## src/core/fpuwi_pkg.sv

```systemverilog
// Purpose: constants and types of the flash power-up write inhibit sequencer
// Assumes: 125 MHz core clock; supply monitor gives two level pins
// Notes: counts are derived from printed times, rounded up
package fpuwi_pkg;

    // Timing
    localparam int CLK_PERIOD_NS = 8;
    localparam int SEL_DLY_US = 30;
    localparam int SEL_DLY_CYC =
        (SEL_DLY_US * 1000 + CLK_PERIOD_NS - 1) / CLK_PERIOD_NS;
    localparam int UNLOCK_DLY_MS = 1;
    localparam int UNLOCK_DLY_CYC =
        (UNLOCK_DLY_MS * 1000000 + CLK_PERIOD_NS - 1) / CLK_PERIOD_NS;
    localparam int SEL_CNT_W = 12;
    localparam int UNLOCK_CNT_W = 24;

    // Delivered values and field positions
    localparam logic [7:0] STATUS_DELIVERED = 8'h00;
    localparam logic [7:0] ERASED_BYTE = 8'hFF;
    localparam int ST_WIP_BIT = 0;
    localparam int ST_WEL_BIT = 1;
    localparam int LOCK_WR_BIT = 0;
    localparam int LOCK_DN_BIT = 1;

    typedef enum logic [1:0]
    {
        PWR_OFF = 2'b00,
        PWR_WAIT = 2'b01,
        PWR_RUN = 2'b10
    } fpuwi_pwr_e;

    typedef enum logic [3:0]
    {
        NO_CMD = 4'h0,
        READ_CMD = 4'h1,
        WRITE_UNLOCK_CMD = 4'h2,
        PAGE_WRITE_CMD = 4'h3,
        DUAL_IN_PAGE_WRITE_CMD = 4'h4,
        OTP_WRITE_CMD = 4'h5,
        BLOCK4K_WIPE_CMD = 4'h6,
        BLOCK64K_WIPE_CMD = 4'h7,
        WHOLE_ARRAY_WIPE_CMD = 4'h8,
        STATUS_REG_WRITE_CMD = 4'h9,
        LOCK_REG_WRITE_CMD = 4'hA,
        WRITE_RELOCK_CMD = 4'hB,
        DEEP_SLEEP_CMD = 4'hC,
        DEEP_WAKE_CMD = 4'hD
    } fpuwi_cmd_e;

    // Commands held back until the unlock delay has run
    function automatic logic fpuwi_is_write(input fpuwi_cmd_e k);
        return k inside {WRITE_UNLOCK_CMD, PAGE_WRITE_CMD,
            DUAL_IN_PAGE_WRITE_CMD, OTP_WRITE_CMD, BLOCK4K_WIPE_CMD,
            BLOCK64K_WIPE_CMD, WHOLE_ARRAY_WIPE_CMD, STATUS_REG_WRITE_CMD,
            LOCK_REG_WRITE_CMD};
    endfunction

    // Commands that start a self-timed cycle
    function automatic logic fpuwi_is_cycle(input fpuwi_cmd_e k);
        return k inside {PAGE_WRITE_CMD, DUAL_IN_PAGE_WRITE_CMD,
            OTP_WRITE_CMD, BLOCK4K_WIPE_CMD, BLOCK64K_WIPE_CMD,
            WHOLE_ARRAY_WIPE_CMD, STATUS_REG_WRITE_CMD};
    endfunction

endpackage

```

## src/core/fpuwi_seq.sv

```systemverilog
// Purpose: power-up / power-down sequencing and write inhibit
// Assumes: command kinds come decoded on CLK_IN; supply pins are async
// Notes: serial clock and select are sampled to watch host timing
`timescale 1ns/1ns
module fpuwi_seq
#(
    parameter int UNLOCK_CYC = fpuwi_pkg::UNLOCK_DLY_CYC
)
(
    input wire logic CLK_IN,
    input wire logic NRST_IN,
    input wire logic CE_IN,
    input wire logic SUPPLY_ABOVE_WI_IN,
    input wire logic SUPPLY_AT_MIN_IN,
    input wire logic SPI_CLK_IN,
    input wire logic SPI_SEL_N_IN,
    input wire logic CMD_VALID_IN,
    input wire fpuwi_pkg::fpuwi_cmd_e CMD_KIND_IN,
    input wire logic [1:0] CMD_LOCK_DATA_IN,
    input wire logic CYCLE_DONE_IN,
    output logic LOGIC_RESET_OUT,
    output logic OPS_ENABLE_OUT,
    output logic READ_ALLOW_OUT,
    output logic WRITE_ALLOW_OUT,
    output logic CMD_ACCEPT_OUT,
    output logic CMD_DISCARD_OUT,
    output logic DEEP_SLEEP_OUT,
    output logic WRITE_ENABLE_LATCH_FLAG_OUT,
    output logic WRITE_IN_PROGRESS_FLAG_OUT,
    output logic [7:0] STATUS_OUT,
    output logic LOCK_WRITE_BIT_OUT,
    output logic LOCK_DOWN_BIT_OUT,
    output logic [7:0] ERASED_FILL_OUT,
    output logic HOST_EARLY_SEL_OUT,
    output logic DATA_AT_RISK_OUT
);
    import fpuwi_pkg::*;

    localparam logic [SEL_CNT_W-1:0] SEL_LAST =
        SEL_CNT_W'(SEL_DLY_CYC - 1);
    localparam logic [UNLOCK_CNT_W-1:0] UNLOCK_LAST =
        UNLOCK_CNT_W'(UNLOCK_CYC - 1);

    logic [3:0] sync1;
    logic [3:0] sync2;
    logic spi_clk_prev;
    logic above_s;
    logic min_s;
    logic sel_low_s;
    logic spi_rise;
    fpuwi_pwr_e state;
    fpuwi_pwr_e next_state;
    logic [SEL_CNT_W-1:0] sel_cnt;
    logic [UNLOCK_CNT_W-1:0] unlock_cnt;
    logic sel_done;
    logic unlock_done;
    logic acc;
    logic next_wel;
    logic next_wip;

    ////////////////////////////////////////////////////////////////////////
    // Two-flop synchronisers for supply, select and serial clock pins
    always_ff @(posedge CLK_IN)
    begin
        if (!NRST_IN)
        begin
            sync1 <= 4'h0;
            sync2 <= 4'h0;
            spi_clk_prev <= 1'b0;
        end
        else if (CE_IN)
        begin
            sync1 <= {SPI_CLK_IN, !SPI_SEL_N_IN, SUPPLY_AT_MIN_IN,
                SUPPLY_ABOVE_WI_IN};
            sync2 <= sync1;
            spi_clk_prev <= sync2[3];
        end
    end

    assign above_s = sync2[0];
    assign min_s = sync2[1] && sync2[0];
    assign sel_low_s = sync2[2];
    assign spi_rise = sync2[3] && !spi_clk_prev;

    ////////////////////////////////////////////////////////////////////////
    // Power state: off below threshold, waiting, then running
    always_comb
    begin
        next_state = state;
        case (state)
            PWR_OFF:
                if (above_s)
                    next_state = PWR_WAIT;
            PWR_WAIT:
                if (!above_s)
                    next_state = PWR_OFF;
                else if (unlock_done)
                    next_state = PWR_RUN;
            PWR_RUN:
                if (!above_s)
                    next_state = PWR_OFF;
            default:
                next_state = PWR_OFF;
        endcase
    end

    always_ff @(posedge CLK_IN)
    begin
        if (!NRST_IN)
            state <= PWR_OFF;
        else if (CE_IN)
            state <= next_state;
    end

    ////////////////////////////////////////////////////////////////////////
    // Select delay counter, runs once supply is at minimum
    always_ff @(posedge CLK_IN)
    begin
        if (!NRST_IN)
        begin
            sel_cnt <= '0;
            sel_done <= 1'b0;
        end
        else if (CE_IN)
        begin
            if (!min_s)
            begin
                sel_cnt <= '0;
                sel_done <= 1'b0;
            end
            else if (!sel_done)
            begin
                sel_cnt <= sel_cnt + 1'b1;
                sel_done <= (sel_cnt == SEL_LAST);
            end
        end
    end

    // Unlock delay counter, runs from the threshold crossing
    always_ff @(posedge CLK_IN)
    begin
        if (!NRST_IN)
        begin
            unlock_cnt <= '0;
            unlock_done <= 1'b0;
        end
        else if (CE_IN)
        begin
            if (!above_s)
            begin
                unlock_cnt <= '0;
                unlock_done <= 1'b0;
            end
            else if (!unlock_done)
            begin
                unlock_cnt <= unlock_cnt + 1'b1;
                unlock_done <= (unlock_cnt == UNLOCK_LAST);
            end
        end
    end

    ////////////////////////////////////////////////////////////////////////
    // Command gating: writes wait for unlock, others for select delay
    always_comb
    begin
        acc = 1'b0;
        if (CMD_VALID_IN && state != PWR_OFF && above_s)
        begin
            if (fpuwi_is_write(CMD_KIND_IN))
                acc = unlock_done && !DEEP_SLEEP_OUT;
            else if (DEEP_SLEEP_OUT)
                acc = (CMD_KIND_IN == DEEP_WAKE_CMD);
            else
                acc = sel_done && CMD_KIND_IN != NO_CMD;
        end
    end

    // Registered access state and command answers
    always_ff @(posedge CLK_IN)
    begin
        if (!NRST_IN)
        begin
            LOGIC_RESET_OUT <= 1'b1;
            OPS_ENABLE_OUT <= 1'b0;
            READ_ALLOW_OUT <= 1'b0;
            WRITE_ALLOW_OUT <= 1'b0;
            CMD_ACCEPT_OUT <= 1'b0;
            CMD_DISCARD_OUT <= 1'b0;
        end
        else if (CE_IN)
        begin
            LOGIC_RESET_OUT <= (state == PWR_OFF);
            OPS_ENABLE_OUT <= (state != PWR_OFF);
            READ_ALLOW_OUT <= (state != PWR_OFF) && sel_done;
            WRITE_ALLOW_OUT <= (state == PWR_RUN);
            CMD_ACCEPT_OUT <= acc;
            CMD_DISCARD_OUT <= CMD_VALID_IN && !acc;
        end
    end

    ////////////////////////////////////////////////////////////////////////
    // Latch and progress flags with status image
    always_comb
    begin
        next_wel = WRITE_ENABLE_LATCH_FLAG_OUT;
        next_wip = WRITE_IN_PROGRESS_FLAG_OUT;
        if (CYCLE_DONE_IN)
            next_wip = 1'b0;
        if (acc && CMD_KIND_IN == WRITE_UNLOCK_CMD && !next_wip)
            next_wel = 1'b1;
        else if (acc && CMD_KIND_IN == WRITE_RELOCK_CMD && !next_wip)
            next_wel = 1'b0;
        else if (acc && fpuwi_is_cycle(CMD_KIND_IN) && next_wel && !next_wip)
        begin
            next_wel = 1'b0;
            next_wip = 1'b1;
        end
    end

    always_ff @(posedge CLK_IN)
    begin
        if (!NRST_IN || (CE_IN && state == PWR_OFF))
        begin
            WRITE_ENABLE_LATCH_FLAG_OUT <= 1'b0;
            WRITE_IN_PROGRESS_FLAG_OUT <= 1'b0;
            STATUS_OUT <= STATUS_DELIVERED;
        end
        else if (CE_IN)
        begin
            WRITE_ENABLE_LATCH_FLAG_OUT <= next_wel;
            WRITE_IN_PROGRESS_FLAG_OUT <= next_wip;
            STATUS_OUT <= STATUS_DELIVERED;
            STATUS_OUT[ST_WEL_BIT] <= next_wel;
            STATUS_OUT[ST_WIP_BIT] <= next_wip;
        end
    end

    // Deep sleep and lock bits, cleared at every power-up
    always_ff @(posedge CLK_IN)
    begin
        if (!NRST_IN || (CE_IN && state == PWR_OFF))
        begin
            DEEP_SLEEP_OUT <= 1'b0;
            LOCK_WRITE_BIT_OUT <= 1'b0;
            LOCK_DOWN_BIT_OUT <= 1'b0;
        end
        else if (CE_IN && acc)
        begin
            if (CMD_KIND_IN == DEEP_SLEEP_CMD && !WRITE_IN_PROGRESS_FLAG_OUT)
                DEEP_SLEEP_OUT <= 1'b1;
            else if (CMD_KIND_IN == DEEP_WAKE_CMD)
                DEEP_SLEEP_OUT <= 1'b0;
            if (CMD_KIND_IN == LOCK_REG_WRITE_CMD && WRITE_ENABLE_LATCH_FLAG_OUT
                && !LOCK_DOWN_BIT_OUT)
            begin
                LOCK_WRITE_BIT_OUT <= CMD_LOCK_DATA_IN[LOCK_WR_BIT];
                LOCK_DOWN_BIT_OUT <= CMD_LOCK_DATA_IN[LOCK_DN_BIT];
            end
        end
    end

    ////////////////////////////////////////////////////////////////////////
    // Host timing watch, supply-drop hazard and erased fill value
    always_ff @(posedge CLK_IN)
    begin
        if (!NRST_IN)
        begin
            HOST_EARLY_SEL_OUT <= 1'b0;
            DATA_AT_RISK_OUT <= 1'b0;
            ERASED_FILL_OUT <= ERASED_BYTE;
        end
        else if (CE_IN)
        begin
            if (!sel_done && (sel_low_s || spi_rise))
                HOST_EARLY_SEL_OUT <= 1'b1;
            if (!above_s && WRITE_IN_PROGRESS_FLAG_OUT)
                DATA_AT_RISK_OUT <= 1'b1;
            ERASED_FILL_OUT <= ERASED_BYTE;
        end
    end
endmodule

```

## config.mk

```make
export PLATFORM = sky130hd
export DESIGN_NAME = fpuwi_seq
export DESIGN_NICKNAME = d
export VERILOG_FILES = /design/src/core/fpuwi_pkg.sv /design/src/core/fpuwi_seq.sv
export SDC_FILE = /design/constraint.sdc
export NUM_CORES = 1
export LEC_CHECK = 0
export BUFFER_PORTS_ARGS = -buffer_cell sky130_fd_sc_hd__buf_2
export CAP_MARGIN = 20
export CORE_AREA = 2 2 113 115
export CTS_CLUSTER_DIAMETER = 100
export DETAILED_ROUTE_END_ITERATION = 6
export DIE_AREA = 0 0 115 117
export MAX_ROUTING_LAYER = met4
export SLEW_MARGIN = 40
export SYNTH_ARGS = -nofsm -noshare
export SYNTH_HDL_FRONTEND = slang
export SYNTH_SLANG_ARGS = --single-unit
```

## constraint.sdc

```tcl
create_clock -name CLK_IN -period 2.5 [get_ports CLK_IN]
set_input_delay 0.25 -clock CLK_IN [delete_from_list [all_inputs] [get_ports CLK_IN]]
set_output_delay 0.25 -clock CLK_IN [all_outputs]
set_load 0.02 [all_outputs]
```

-- Yosys cells after proc, flatten, opt, wreduce, memory -nomap -nowiden
Index checks and enable logic that the tools add are counted.
- reductions and logical operators: 47
- mux-type cells: 25
- $add $sub $neg: 2
- eq/ne operators: 21
- operator list (operator ; count):
    two-way mux 24 bit ; 2
    adder 24 x 1 -> 24 bit (second input constant) ; 1
    == test 24 x 17 -> 1 bit (second input constant) ; 1
    == test 4 bit (second input constant) ; 6
    two-way mux 12 bit ; 2
    logical AND 1 bit ; 22
    == test 4 x 3 -> 1 bit (second input constant) ; 4
    two-way mux 1 bit ; 16
    adder 12 x 1 -> 12 bit (second input constant) ; 1
    == test 12 bit (second input constant) ; 1
    AND reduction 2 bit ; 6
    logical NOT 1 bit ; 10
    nonzero test 9 bit ; 1
    == test 4 x 2 -> 1 bit (second input constant) ; 2
    two-way mux 2 bit ; 4
    != test 2 bit (second input constant) ; 4
    nonzero test 7 bit ; 1
    case mux 2 bit (3 select lines) ; 1
    AND reduction 4 bit ; 1
    nonzero test 2 bit ; 2
    nonzero test 4 bit ; 1
    != test 3 bit (second input constant) ; 1
    == test 2 x 1 -> 1 bit (second input constant) ; 1
    == test 2 bit (second input constant) ; 1
    other kinds (2) ; 3
- word-level logic and storage cells: 117
- output and inout port bits: 29
- flip-flop bits (word level): 64

-- Depth between registers and ports, before layout
Gate-level depths: netlist (run 1).
- depth in word-level cells: 11
- mapped depth: 7

-- Least setup slack after synthesis (run 1)
No wires, ideal clock.
- kind: register -> register
- from: reg DEEP_SLEEP_OUT
- to: reg WRITE_ENABLE_LATCH_FLAG_OUT
- clock period less this slack: 1.704 ns
- path slack: 0.796 ns
- data arrival time: 1.588 ns
- stages on the path, launching flop included: 6
- data required time: 2.384 ns
- cells stage by stage: dfxtp_1 > a21boi_0 > o221a_1 > a2111oi_4 > a31oi_1 > a41o_1
- longest elaborated chain between the ends: 10
- elaborated cells between the ends (all ways): 15
- those cells by class: mux: 6; reduce/logical: 9
- ends and longest elaborated chain (element ; line ; text):
    from (decl) ; fpuwi_seq.sv:27 ; output logic DEEP_SLEEP_OUT,
    from (signal assigned) ; fpuwi_seq.sv:243 ; DEEP_SLEEP_OUT <= 1'b0;
    from (signal assigned) ; fpuwi_seq.sv:250 ; DEEP_SLEEP_OUT <= 1'b1;
    from (signal assigned) ; fpuwi_seq.sv:252 ; DEEP_SLEEP_OUT <= 1'b0;
    logical NOT 1 bit ; fpuwi_seq.sv:170 ; acc = unlock_done && !DEEP_SLEEP_OUT;
    logical AND 1 bit ; fpuwi_seq.sv:170 ;
    two-way mux 1 bit (*) ; fpuwi_seq.sv:169 ; if (fpuwi_is_write(CMD_KIND_IN))
    two-way mux 1 bit (*) ; fpuwi_seq.sv:167 ; if (CMD_VALID_IN && state != PWR_OFF && above_s)
    logical AND 1 bit (3 in a row) ; fpuwi_seq.sv:213 ; else if (acc && fpuwi_is_cycle(CMD_KIND_IN) && next_wel && !next_wip)
    two-way mux 1 bit ; fpuwi_seq.sv:213 ;
    two-way mux 1 bit ; fpuwi_seq.sv:211 ; else if (acc && CMD_KIND_IN == WRITE_RELOCK_CMD && !next_wip)
    two-way mux 1 bit (*) ; fpuwi_seq.sv:209 ; if (acc && CMD_KIND_IN == WRITE_UNLOCK_CMD && !next_wip)
    to (signal assigned) ; fpuwi_seq.sv:230 ; WRITE_ENABLE_LATCH_FLAG_OUT <= next_wel;
    to (decl) ; fpuwi_seq.sv:28 ; output logic WRITE_ENABLE_LATCH_FLAG_OUT,
Mark *: on every way between the ends. The rest lies on a longest branch, timed or not.
A chain may end at the register's enable or synchronous reset.

-- Final worst setup path (run 1)
- from: reg sel_done
- to: reg WRITE_ENABLE_LATCH_FLAG_OUT
- longest elaborated chain between the ends: 10
- elaborated cells between the ends (all ways): 14
- those cells by class: mux: 6; reduce/logical: 8
- ends and longest elaborated chain (element ; line ; text):
    from (decl) ; fpuwi_seq.sv:55 ; logic sel_done;
    from (signal assigned) ; fpuwi_seq.sv:134 ; sel_done <= (sel_cnt == SEL_LAST);
    logical AND 1 bit (*) ; fpuwi_seq.sv:174 ; acc = sel_done && CMD_KIND_IN != NO_CMD;
    two-way mux 1 bit (*) ; fpuwi_seq.sv:171 ; else if (DEEP_SLEEP_OUT)
    two-way mux 1 bit (*) ; fpuwi_seq.sv:169 ;
    two-way mux 1 bit (*) ; fpuwi_seq.sv:167 ;
    logical AND 1 bit (3 in a row) ; fpuwi_seq.sv:213 ;
    two-way mux 1 bit ; fpuwi_seq.sv:213 ;
    two-way mux 1 bit ; fpuwi_seq.sv:211 ;
    two-way mux 1 bit (*) ; fpuwi_seq.sv:209 ;
Marked as above.

==> results, run 1 <==
- Counting flops with a built-in enable in the synthesized netlist gives 0.
- The number of cells in the finished layout apart from fillers is between 500 and 600.
- The master of the slowest instance on the critical path is sky130_fd_sc_hd__a2111oi_4.
- In this run the deepest clock path goes through 2 buffers.
- The worst clock skew is 0.00612 ns.
- The wire length on met2 is ~3000 um.
- Data arrives at the worst endpoint at ~2 ns.
- Across all hold checks on the routed design, the worst slack comes to 0.173 ns.
- The first detailed-routing pass ran for 4 iterations.
- Among all flip-flop cells after synthesis, the most frequent one is sky130_fd_sc_hd__dfxtp_1.
- The CTS clock-pin slew for the worst setup and hold paths is around 0.05 ns.
- The reported leakage power is 0.00136 uW.
- Setup repair after global routing left no endpoint under its margin.
- In this run the worst hold path is classified as input pin to flip-flop.
- The number of different library cells in the post-synthesis netlist is 52.
- For the pin with the worst max-slew slack, the measured transition is around 0.57 ns.
- The count of standard-cell rows is 41.
- The final hold violation count is 0.
- In this run the critical register-to-register path is launched from sel_done$_SDFFE_PN0P_.
- The max-slew violation count is 0.
- The normalized max-slew margin is just over 60%.
- For this run, design rule violations remaining after detail routing come to 0.
- The number of buffers added for setup after CTS is 0.
- The proportion of register bits with asynchronous set or reset after synthesis is 0%.
- The global placement routability congestion is ~0.81.
- The initial antenna violation count came to 0.
- Summed over all nets, wire length on met3 after detailed routing comes to about 230 um.
- In this run, post-CTS hold repair placed 0 buffers.
- The critical path goes through nand2b_1, o221a_1, a2111oi_4, a31oi_1, a41o_1.
- Counting tap cells, the placed design contains a total of between 500 and 600 instances.
- Measured on the finished design, the core utilization comes to 28.9%.
- The endpoint of the worst hold-timing path is LOCK_WRITE_BIT_OUT$_SDFFE_PP0P_.
- The detail route stage leaves a number of antenna-violating nets equal to 0.
- At the worst endpoint, the required time is roughly 2.7 ns.
- Entering global routing, the biggest net connects 25 pins.
- The destination of the worst register-to-register timing path is WRITE_ENABLE_LATCH_FLAG_OUT$_SDFFE_PP0P_.
- The highest clock rate is around 0.55 GHz.
- The core region is roughly 12000 um2.
- For this run, the slowest stage of the critical path takes about 0.48 ns.
- The tool flagged a number of max-cap violations equal to 0.
- At the later pin of the worst-skew pair, clock insertion delay measures ~0.32 ns.
- The total negative setup slack is 0 ns.
- In this run the power density over the cells is between 600 and 700 nW/um2.
- Sorting the synthesized cells by area gives the leading types as sky130_fd_sc_hd__dfxtp_1, sky130_fd_sc_hd__xor2_1, sky130_fd_sc_hd__nor2_1.
- The number of buffers inserted during clock tree synthesis is 9.
- The worst hold path was traced through 3 stages.
- The via count of the first global-routing pass is 2369.
- The final net count is 388.
- The worst path setup slack after routing is a little under 0.7 ns.
- The number of antenna diodes is 0.
- The vertical extent of the die is 117 um.
- Each instance of the synthesized netlist takes up on average roughly 8.8 um2.
- Measured along the x axis, the die boundary spans about 120 um.
- Synthesis inferred 62 register bits.
- The maximum resistive drop on vdd is 386 uV.
- In the layout the commonest cells are sky130_fd_sc_hd__dfxtp_1, sky130_fd_sc_hd__nor2_1, sky130_fd_sc_hd__buf_2, sky130_fd_sc_hd__nand2_1, sky130_fd_sc_hd__xor2_1.
- The largest driver fanout on the critical path is 7.
- The synthesized cell area is around 3000 um2.
- The full die area is about 13000 um2.
- The worst setup path is launched from a flip-flop.
- Buffers placed on the I/O ports in this run total 29.
- After detailed routing, the wire length on met1 is ~2900 um.
- The root buffer cell chosen for the clock tree is sky130_fd_sc_hd__clkbuf_16.
- The sort of element at the end of the critical path is a flip-flop.
- The wire length of the first global-routing pass is 10800 um.
- After clock tree synthesis, the repair step resized 0 gates.
- Once the floorplan was initialized, standard cells occupied 24.5% of the core.
- Measured in cells, the most critical reg-to-reg path has a length of 5.
- Using the TritonRoute via totals, the vias-per-cell ratio works out to about 4.7.
- The worst path uses 73.1% of the clock period.
- After detailed routing, the total wire length is ~6200 um.
- The share of post-route cells with drive strength above 1 is between 10 and 15%.
- Setup violations remaining at the end of the flow were counted as 0.
- After global routing the overflow that remains totals 0.
- The run finished with clean final reports.
- The HPWL after detailed placement is 4400 um.
- For this design the top-level I/O count stands at 44.
- The library cell used most frequently in the layout, excluding fill and tap cells, is sky130_fd_sc_hd__dfxtp_1.
- After synthesis, flip-flops and latches occupy 41.1% of the total area.
- Dividing the detail-routed wire length by the instance count gives 11.9 um.
- The total number of vias is roughly 2500.
- The number of H-tree levels is 3.
- The detailed router finished its first iteration with 94 violations.
- The highest metal layer with signal wires is met4.
- Summed over all instances, the cell type with the most area after synthesis is sky130_fd_sc_hd__dfxtp_1.
- After technology mapping, the gate count stands at about 340.
- TritonCTS built the clock tree.
- By startpoint and endpoint, the worst setup path is classified as flip-flop to flip-flop.
- The hold path startpoint is CMD_LOCK_DATA_IN[0].
- Global routing used between 10% and 20% of the available tracks.
- During synthesis, Yosys emitted a total of 0 warnings.
- The post-place setup slack is 0.691 ns.
- Clock tree synthesis found a total of between 60 and 70 sinks.
- Counting I/O delays and the setup requirement, the final critical path takes about 1.8 ns.
- The fraction of post-synthesis cell area in the top cell type by area is around two fifths.
- Counting the fill cells in the layout gives 1333.
- In this run the register-to-register setup slack is 0.67 ns.
- The synthesis-to-finish area growth is 17.9%.
[routing by layer]
layer,global-route usage [%],vias to the layer above
li1,-,1240
met1,11.7,1157
met2,17.1,45
met3,3.45,11
met4,3.45,0
met5,-,-
[registers in the layout, indices dropped and copies added (netlist names), 2 cells and up]
| register | cells |
|---|---|
| sel_cnt | 12 |
| state | 2 |
| sync2 | 4 |
| unlock_cnt | 24 |
| sync1 | 4 |
[how the worst max path moves through the flow]
stage	slack, ns	to	from	depth (start not counted)
4_1_cts	0.69	WRITE_ENABLE_LATCH_FLAG_OUT$_SDFFE_PP0P_	sel_done$_SDFFE_PN0P_	5
6_report	0.67	WRITE_ENABLE_LATCH_FLAG_OUT$_SDFFE_PP0P_	sel_done$_SDFFE_PN0P_	5
3_5_place_dp	0.69	WRITE_ENABLE_LATCH_FLAG_OUT$_SDFFE_PP0P_	sel_done$_SDFFE_PN0P_	5
3_3_place_gp	0.78	WRITE_ENABLE_LATCH_FLAG_OUT$_SDFFE_PP0P_	sel_done$_SDFFE_PN0P_	5
5_1_grt	0.57	WRITE_ENABLE_LATCH_FLAG_OUT$_SDFFE_PP0P_	sel_done$_SDFFE_PN0P_	5
2_1_floorplan	0.80	WRITE_ENABLE_LATCH_FLAG_OUT$_SDFFE_PP0P_	DEEP_SLEEP_OUT$_SDFFE_PP0P_	5
[power breakdown]
part	total [uW]	internal, uW	switching (uW)
combinational	129	43.2	86.0
clock	1300	865	436
sequential	1010	1000	9.26
[kinds of logic (layout without fill, tap and decap cells)]
logic type / count (synthesis) / count (layout) / synth area share, %
simple gates: 150 / 150 / 27.0
flops: 62 / 62 / 41.1
compound gates: 52 / 52 / 12.2
buf+inv: 37 / 55 / 6.79
xor+xnor: 28 / 28 / 8.12
mux: 10 / 10 / 3.31
fa+ha+maj: 3 / 3 / 1.24
other cells: 2 / 14 / 0.249
[final cells by class]
cell class              instances  area [um2]  share of cell area, %
clock inverters                 6        87.6                   2.46
flip-flops and latches         62        1240                   34.8
well taps                     150         188                   5.27
repair buffers                 33         175                   4.92
clock buffers                   9         225                   6.32
multi-input cells             257        1620                   45.5
inverters                       7        26.3                  0.738
[Yosys cell counts, types with 9 or more instances]
master	number
sky130_fd_sc_hd__dfxtp_1	62
sky130_fd_sc_hd__nor2_1	38
sky130_fd_sc_hd__nand2_1	24
sky130_fd_sc_hd__xor2_1	22
sky130_fd_sc_hd__buf_4	17
sky130_fd_sc_hd__nand3_1	17
sky130_fd_sc_hd__nor2b_1	14
sky130_fd_sc_hd__a21oi_1	12
sky130_fd_sc_hd__and3_1	12
sky130_fd_sc_hd__nand4_1	11
sky130_fd_sc_hd__mux2i_1	10
sky130_fd_sc_hd__clkbuf_1	9
[critical path: cells and delay by family, from the launching register on]
family,cells,cell delay (ns)
AO/OA/AOI/OAI,4,1.18
flip-flops,1,0.46
AND/OR/NAND/NOR,1,0.09
[through the flow]
stage / area [um2] / power (uW)
after global placement: 3250 / 1160
after floorplan: 3070 / 1140
final: 3560 / 2440
after global routing: 3560 / 2540
after CTS: 3560 / 2470
after detailed placement: 3250 / 1160
(Power assumes the default switching activity.)
==> inputs of run 2 (changes only) <==
- ABC_AREA: not set -> 1
- CORE_AREA: 2 2 113 115 -> 2 2 116 118
- DIE_AREA: 0 0 115 117 -> 0 0 118 120
- clock period: 2.5 -> 1.63 ns (I/O delays scaled with it)
==> results, run 2 <==
- The power density of the placed cells was 962 nW/um2 (was 685 nW/um2).
- The worst-skew pair later-pin latency is 0.33 ns (was 0.32 ns).
- The number of H-tree levels came to 3 (unchanged).
- Leading cell types in the layout, fill and taps excluded: sky130_fd_sc_hd__nand2_1, sky130_fd_sc_hd__inv_1, sky130_fd_sc_hd__nor2_1, sky130_fd_sc_hd__dfxtp_1, sky130_fd_sc_hd__a21oi_1 (was sky130_fd_sc_hd__dfxtp_1, sky130_fd_sc_hd__nor2_1, sky130_fd_sc_hd__buf_2, sky130_fd_sc_hd__nand2_1, sky130_fd_sc_hd__xor2_1).
- The synthesized cell area is 3140 um2 (was 3020 um2).
- The critical path launch point type was a flip-flop (unchanged).
- The leading cell type by number of instances after synthesis is sky130_fd_sc_hd__nand2_1 (was sky130_fd_sc_hd__dfxtp_1).
- The family of cells with the greatest summed delay on the critical path was simple AND/OR/NAND/NOR gates (was compound AO/OA/AOI/OAI gates).
- The most common cell after layout, fill and taps aside is sky130_fd_sc_hd__nand2_1 (was sky130_fd_sc_hd__dfxtp_1).
- The pin count of the biggest net entering global routing is 19 (was 25).
- The reported leakage power is 0.00159 uW (was 0.00136 uW).
- The clock tree root driver cell is sky130_fd_sc_hd__clkbuf_16 (unchanged).
- Ordered list of cells on the worst path: ha_4, nand2_2, inv_2, nand3_2, nor2_4, buf_4, nand4_1, nand2_1, nand3_1, o21ai_0, inv_1 (was nand2b_1, o221a_1, a2111oi_4, a31oi_1, a41o_1).
- The initial core utilization is 24.2% (was 24.5%).
- The clock tree from TritonCTS is built (unchanged).
- The total of warnings raised by yosys is 0 (unchanged).
- The average cell area after synthesis is 6.79 um2 (was 8.78 um2).
- The vertical extent of the die is 120 um (was 117 um).
- The register bit total from synthesis came to 62 (unchanged).
- The synthesis-to-finish area growth is 24.8% (was 17.9%).
- The post-detailed-route wirelength per cell is 10.3 um (was 11.9 um).
- The full die area is 14200 um2 (was 13500 um2).
- The logic depth of the worst register-to-register path came to 11 (was 5).
- The fraction of post-synthesis cell area in the top cell type by area is 39.5% (was 41.1%).
- The cell depth of the worst min-delay path came to 3 (unchanged).
- The number of buffers inserted during clock tree synthesis came to 9 (unchanged).
- The filler cell count in the final layout is 1428 (was 1333).
- The area of the core is 13000 um2 (was 12300 um2).
- The destination of the worst register-to-register timing path is unlock_cnt[14]$_SDFFE_PN0P_ (was WRITE_ENABLE_LATCH_FLAG_OUT$_SDFFE_PP0P_).
- The combined area of the multi-input logic cells was 1610 um2 (was 1620 um2).
- The proportion of register bits with asynchronous set or reset after synthesis is 0% (unchanged).
- The final global-route overflow total was 0 (unchanged).
- The clock sink total came to 62 (unchanged).
- The critical setup path kind is flip-flop to flip-flop (unchanged).
- Status: complete, no violations (unchanged).
- The worst setup slack for register-to-register paths was 0.12 ns (was 0.67 ns).
- The port buffer count is 29 (unchanged).
- The number of DRC markers in iteration 0 is 106 (was 94).
- The class of the worst hold path is input pin to flip-flop (unchanged).
- The number of failing setup endpoints in the final timing report came to 0 (unchanged).
- The CTS clock-pin slew for the worst setup and hold paths is 0.06 ns (was 0.05 ns).
- The number of routed nets with antenna violations was 0 (unchanged).
- The maximum resistive drop on vdd is 686 uV (was 386 uV).
- The primary flip-flop cell chosen by synthesis mapping is sky130_fd_sc_hd__dfxtp_1 (unchanged).
- The delay of the slowest cell on the worst path is 0.36 ns (was 0.48 ns).
- The number of different library cells in the post-synthesis netlist is 33 (was 52).
- The area taken by flip-flops and latches was 1240 um2 (about the same).
- The wire length of the first global-routing pass came to 12200 um (was 10800 um).
- Registers with the most flip-flops: unlock_cnt x24, sel_cnt x12 (unchanged).
- The total routing resource utilization after global routing is 10.7% (was 10.3%).
- The post-synthesis sequential area ratio came to 39.5% (was 41.1%).
- The endpoint of the worst hold-timing path is sync1[3]$_SDFFE_PN0P_ (was LOCK_WRITE_BIT_OUT$_SDFFE_PP0P_).
- The master of the slowest instance on the critical path was sky130_fd_sc_hd__dfxtp_2 (was sky130_fd_sc_hd__a2111oi_4).
- The final net count is 530 (was 388).
- The global placement routability congestion is 0.861 (was 0.807).
- The total power of the final layout is 3770 uW (was 2440 uW).
- The startpoint of the worst-slack reg-to-reg timing path is unlock_cnt[0]$_SDFFE_PN0P_ (was sel_done$_SDFFE_PN0P_).
- The highest clock rate is 0.663 GHz (was 0.547 GHz).
- The total number of vias came to 2956 (was 2453).
- The number of enable-type register cells in the synthesized netlist is 0 (unchanged).
- The largest driver fanout on the critical path came to 3 (was 7).
- The total wire length was 7150 um (was 6240 um).
- The sort of element at the end of the critical path is a flip-flop (unchanged).
- The placed wire-length estimate is 5240 um (was 4400 um).
- The cell type contributing the most total cell area after synthesis is sky130_fd_sc_hd__dfxtp_1 (unchanged).
- The final hold violation count was 0 (unchanged).
- The count of placed standard cells including taps is 671 (was 509).
- The worst-case clock buffer depth was 2 (unchanged).
- The register bank with the most flops was unlock_cnt (unchanged).
- The count of mapped cells out of synthesis is 463 (was 344).
- The post-detailed-route DRC marker count is 0 (unchanged).
- The number of flip-flops in the largest register was 24 (unchanged).
- The number of placed I/O pins is 44 (unchanged).
- The time the worst path needs with I/O delays and setup was 1.51 ns (was 1.83 ns).
- The max-slew violation count is 0 (unchanged).
- Dominant cells by area after synthesis: sky130_fd_sc_hd__dfxtp_1, sky130_fd_sc_hd__nand2_1, sky130_fd_sc_hd__inv_1 (was sky130_fd_sc_hd__dfxtp_1, sky130_fd_sc_hd__xor2_1, sky130_fd_sc_hd__nor2_1).
- The worst clock skew is 0.00994 ns (was 0.00612 ns).
- The max-capacitance violation count is 0 (unchanged).
- The number of antenna diodes is 0 (unchanged).
- The overall die width came to 118 um (was 115 um).
- The share of the cycle needed by the critical path after routing is 92.5% (was 73.1%).
- The number of iterations in the first detailed-routing pass is 4 (unchanged).
- The data required time at the worst endpoint came to 1.85 ns (was 2.72 ns).
- The arrival time of data at the critical path endpoint is 1.73 ns (was 2.04 ns).
- Synth cell count leaders: sky130_fd_sc_hd__nand2_1, sky130_fd_sc_hd__inv_1, sky130_fd_sc_hd__nor2_1 (was sky130_fd_sc_hd__dfxtp_1, sky130_fd_sc_hd__nor2_1, sky130_fd_sc_hd__nand2_1).
- The buffer and inverter count on the worst path is 3 (was 0).
- The via count of the first global-routing pass was 2746 (was 2369).
- The hold path startpoint is SPI_CLK_IN (was CMD_LOCK_DATA_IN[0]).
- The initial antenna violation count came to 0 (unchanged).
- The mean number of vias per cell was 4.27 (was 4.68).
- The count of standard-cell rows was 42 (was 41).
- The number of cells in the finished layout apart from fillers is 693 (was 524).
- The share of post-route cells with drive strength above 1 is 17.2% (was 13.9%).
-- run 2: changes by cell type in the layout (fill, tap and decap cells not counted), moves of 22 or more --
cell | before | now
sky130_fd_sc_hd__nand2_1 | 24 | 85
sky130_fd_sc_hd__inv_1 | 6 | 64
sky130_fd_sc_hd__a21oi_1 | 12 | 37
sky130_fd_sc_hd__nor2_1 | 38 | 61
sky130_fd_sc_hd__o21ai_0 | 8 | 30
sky130_fd_sc_hd__xor2_1 | 22 | 0
-- run 2: per-layer routing --
metal	part of all wire, %	global-route usage (%)	up-vias
met1	51	13.3	1316
met3	3.4	2.71	6
met4	0.66	2.94	0
met2	45	17.2	49
met5	0	-	-
li1	-	-	1585
-- run 2: cell type report --
class	instances	share of cell area (%)
tap	176	5.62
clock inverter	6	1.75
sequential	62	31.7
timing repair buffer	48	7.40
inverter	66	6.32
multi-input combinational	325	41.1
clock buffer	10	6.09
-- run 2: timing repair --
item,4_1_cts,5_1_grt
hold buffers,1,0
hold endpoints to repair,1,0
endpoints found under the setup margin,0,12
resized for setup,0,17
setup buffers,0,5
-- run 2: worst max-delay path by stage --
stage                                    start                           to  cells after the start
finish              unlock_cnt[0]$_SDFFE_PN0P_  unlock_cnt[14]$_SDFFE_PN0P_                     11
global route        unlock_cnt[2]$_SDFFE_PN0P_  unlock_cnt[15]$_SDFFE_PN0P_                      8
CTS                 unlock_cnt[0]$_SDFFE_PN0P_  unlock_cnt[16]$_SDFFE_PN0P_                     10
detailed placement  unlock_cnt[0]$_SDFFE_PN0P_  unlock_cnt[16]$_SDFFE_PN0P_                     10
global placement    unlock_cnt[0]$_SDFFE_PN0P_  unlock_cnt[16]$_SDFFE_PN0P_                     10
floorplan           unlock_cnt[0]$_SDFFE_PN0P_  unlock_cnt[16]$_SDFFE_PN0P_                     10
-- run 2: report_power, final --
part | switching, uW | internal [uW]
Clock | 712 | 1230
Sequential | 19.6 | 1550
Combinational | 180 | 85.9
Total | 912 | 2860
-- run 2: stage by stage --
| step | setup slack, ns | util [%] | TNS (ns) | hold slack (ns) | area, um2 |
|---|---|---|---|---|---|
| 2_1_floorplan | 0.183 | - | 0 | 0.256 | 3190 |
| 3_3_place_gp | 0.0895 | 27.0 | 0 | 0.346 | 3510 |
| 3_5_place_dp | 0.0593 | 27.0 | 0 | 0.347 | 3510 |
| 4_1_cts | 0.0256 | 29.5 | 0 | 0.0431 | 3820 |
| 5_1_grt | -0.00329 | 30.2 | -0.00418 | 0.0675 | 3920 |
| 6_report | 0.123 | 30.2 | 0 | 0.0488 | 3920 |
-- run 2: worst min-delay path, cell delays in order --
cell and delay [ns]:
sky130_fd_sc_hd__buf_2 0.07, sky130_fd_sc_hd__nor2_1 0.03, sky130_fd_sc_hd__nor2_1 0.08
-- run 2: cell families after synthesis --
family,count (synthesis),share of synthesized area [%]
AO/OA/AOI/OAI,82,14.1
XOR/XNOR,1,0.279
adder cells (fa/ha/maj),3,1.19
buffers and inverters,88,12.5
flip-flops,62,39.5
other,2,0.239
AND/OR/NAND/NOR,225,32.2
==> inputs of run 3 (changes only) <==
- PLACE_DENSITY: not set -> 0.42
==> results, run 3 (synthesis gave the netlist of run 2 again) <==
- The number of buffers inserted during clock tree synthesis is 9 (unchanged).
- The register bank with the most flops was unlock_cnt (unchanged).
- Ordered list of cells on the worst path: ha_4, nand2_2, inv_2, nand3_2, nor2_4, nand3b_4, nor2_4, nand3_1, nand2_1, inv_1, nor2_1 (was ha_4, nand2_2, inv_2, nand3_2, nor2_4, buf_4, nand4_1, nand2_1, nand3_1, o21ai_0, inv_1).
- The worst path setup slack after routing is 0.115 ns (was 0.123 ns).
- The logic depth of the worst register-to-register path is 11 (unchanged).
- The total number of vias is 3005 (was 2956).
- The CTS clock-pin slew for the worst setup and hold paths is 0.05 ns (was 0.06 ns).
- The pin count of the biggest net entering global routing is 19 (unchanged).
- The hold path startpoint is SPI_SEL_N_IN (was SPI_CLK_IN).
- The share of post-route cells with drive strength above 1 is 17.3% (was 17.2%).
- Leading cell types in the layout, fill and taps excluded: sky130_fd_sc_hd__nand2_1, sky130_fd_sc_hd__inv_1, sky130_fd_sc_hd__nor2_1, sky130_fd_sc_hd__dfxtp_1, sky130_fd_sc_hd__a21oi_1 (unchanged).
- The initial core utilization is 24.2% (unchanged).
- The critical path launch point type is a flip-flop (unchanged).
- The max-slew violation count was 0 (unchanged).
- The placed wire-length estimate is 5590 um (was 5240 um).
- The count of placed standard cells including taps is 672 (was 671).
- The sort of element at the end of the critical path is a flip-flop (unchanged).
- The share of the cycle needed by the critical path after routing is 93.0% (was 92.5%).
- The number of cells in the finished layout apart from fillers was 691 (was 693).
- The full die area is 14200 um2 (unchanged).
- The clock tree from TritonCTS is built (unchanged).
- The number of placed I/O pins is 44 (unchanged).
- The post-detailed-route wirelength per cell is 11.1 um (was 10.3 um).
- Registers with the most flip-flops: unlock_cnt x24, sel_cnt x12 (unchanged).
- The worst clock skew is 0.00476 ns (was 0.00994 ns).
- The delay of the slowest cell on the worst path was 0.36 ns (about the same).
- The arrival time of data at the critical path endpoint is 1.77 ns (was 1.73 ns).
- The class of the worst hold path is input pin to flip-flop (unchanged).
- The port buffer count is 29 (unchanged).
- The maximum resistive drop on vdd was 402 uV (was 686 uV).
- The number of routed nets with antenna violations is 0 (unchanged).
- The worst setup slack for register-to-register paths is 0.11 ns (was 0.12 ns).
- The total wire length is 7700 um (was 7150 um).
- The initial antenna violation count is 0 (unchanged).
- The number of H-tree levels came to 3 (unchanged).
- The synthesis-to-finish area growth was 24.1% (was 24.8%).
- The data required time at the worst endpoint was 1.89 ns (was 1.85 ns).
- The worst-case clock buffer depth is 2 (unchanged).
- Status: complete, no violations (unchanged).
- The max-capacitance violation count is 0 (unchanged).
- The area of the core is 13000 um2 (unchanged).
- The time the worst path needs with I/O delays and setup came to 1.52 ns (was 1.51 ns).
- The reported leakage power is 0.00159 uW (about the same).
- The destination of the worst register-to-register timing path is unlock_cnt[22]$_SDFFE_PN0P_ (was unlock_cnt[14]$_SDFFE_PN0P_).
- The final hold violation count is 0 (unchanged).
- The wire length of the first global-routing pass is 12900 um (was 12200 um).
- The endpoint of the worst hold-timing path is sync1[2]$_SDFFE_PN0P_ (was sync1[3]$_SDFFE_PN0P_).
- The vertical extent of the die is 120 um (unchanged).
- The clock sink total is 62 (unchanged).
- The count of standard-cell rows is 42 (unchanged).
- The family of cells with the greatest summed delay on the critical path is simple AND/OR/NAND/NOR gates (unchanged).
- The most common cell after layout, fill and taps aside was sky130_fd_sc_hd__nand2_1 (unchanged).
- In this design, the critical path's most frequently occurring cell is sky130_fd_sc_hd__nor2_4.
- The clock tree root driver cell is sky130_fd_sc_hd__clkbuf_16 (unchanged).
- The power density of the placed cells was 962 nW/um2 (about the same).
- The final global-route overflow total came to 0 (unchanged).
- The largest driver fanout on the critical path came to 5 (was 3).
- The worst-skew pair later-pin latency is 0.32 ns (was 0.33 ns).
- The highest clock rate is 0.660 GHz (was 0.663 GHz).
- The cell depth of the worst min-delay path is 2 (was 3).
- The via count of the first global-routing pass is 2820 (was 2746).
- The total stage count of the critical path is 11 (unchanged).
- The overall die width is 118 um (unchanged).
- The filler cell count in the final layout is 1418 (was 1428).
- The final net count came to 528 (was 530).
- The number of failing setup endpoints in the final timing report is 0 (unchanged).
- The area taken by flip-flops and latches was 1250 um2 (was 1240 um2).
- The startpoint of the worst-slack reg-to-reg timing path is unlock_cnt[1]$_SDFFE_PN0P_ (was unlock_cnt[0]$_SDFFE_PN0P_).
- The total power of the final layout is 3750 uW (was 3770 uW).
- The number of flip-flops in the largest register is 24 (unchanged).
- The number of DRC markers in iteration 0 was 149 (was 106).
- The post-place setup slack is 0.0418 ns (was 0.0593 ns).
- The global placement routability congestion is 0.827 (was 0.861).
- The number of antenna diodes is 0 (unchanged).
- The buffer and inverter count on the worst path is 2 (was 3).
- The combined area of the multi-input logic cells came to 1610 um2 (unchanged).
- The master of the slowest instance on the critical path is sky130_fd_sc_hd__dfxtp_2 (unchanged).
- The number of iterations in the first detailed-routing pass is 4 (unchanged).
- The post-detailed-route DRC marker count came to 0 (unchanged).
- The mean number of vias per cell came to 4.35 (was 4.27).
- Setup repair after global routing could not meet its margin everywhere.
- The total routing resource utilization after global routing is 11.4% (was 10.7%).
- The critical setup path kind is flip-flop to flip-flop (unchanged).
run 3: what timing repair did:
item	4_1_cts	5_1_grt
gates resized for setup	0	19
setup endpoints to repair	0	13
hold buffers	0	0
buffers inserted	0	3
run 3: worst max-delay path by stage:
stage	from	slack (ns)	to
after floorplan	unlock_cnt[0]$_SDFFE_PN0P_	0.18	unlock_cnt[16]$_SDFFE_PN0P_
final	unlock_cnt[1]$_SDFFE_PN0P_	0.11	unlock_cnt[22]$_SDFFE_PN0P_
after global routing	unlock_cnt[1]$_SDFFE_PN0P_	-0.02	unlock_cnt[20]$_SDFFE_PN0P_
after detailed placement	unlock_cnt[0]$_SDFFE_PN0P_	0.04	unlock_cnt[16]$_SDFFE_PN0P_
after CTS	unlock_cnt[0]$_SDFFE_PN0P_	0.02	unlock_cnt[20]$_SDFFE_PN0P_
after global placement	unlock_cnt[0]$_SDFFE_PN0P_	0.06	unlock_cnt[16]$_SDFFE_PN0P_
run 3: stage by stage:
stage | hold slack, ns | TNS [ns] | utilization, % | area [um2]
2_1_floorplan | 0.256 | 0 | - | 3190
3_3_place_gp | 0.346 | 0 | 27.1 | 3510
3_5_place_dp | 0.351 | 0 | 27.1 | 3510
4_1_cts | 0.00501 | 0 | 29.4 | 3810
5_1_grt | 0.0150 | -0.0453 | 30.1 | 3900
6_report | 0.0164 | 0 | 30.1 | 3900
run 3: area by class of cell:
class	count	share of cell area, %
clock inverters	4	1.15
repair buffers	46	6.99
flip-flops and latches	62	32.0
clock buffers	12	6.57
well taps	176	5.64
multi-input cells	325	41.3
inverters	66	6.35
run 3: per-layer routing:
| layer | global-route usage, % | wire length (um) | share of wire [%] | up-vias |
|---|---|---|---|---|
| li1 | - | - | - | 1578 |
| met2 | 17.2 | 3420 | 44 | 54 |
| met5 | - | 0 | 0 | - |
| met4 | 3.31 | 59 | 0.77 | 0 |
| met1 | 15.0 | 3950 | 51 | 1367 |
| met3 | 3.18 | 268 | 3.5 | 6 |
run 3: power by group:
part,internal [uW],switching (uW)
Sequential,1550,19.7
Combinational,82.4,183
Clock,1260,661
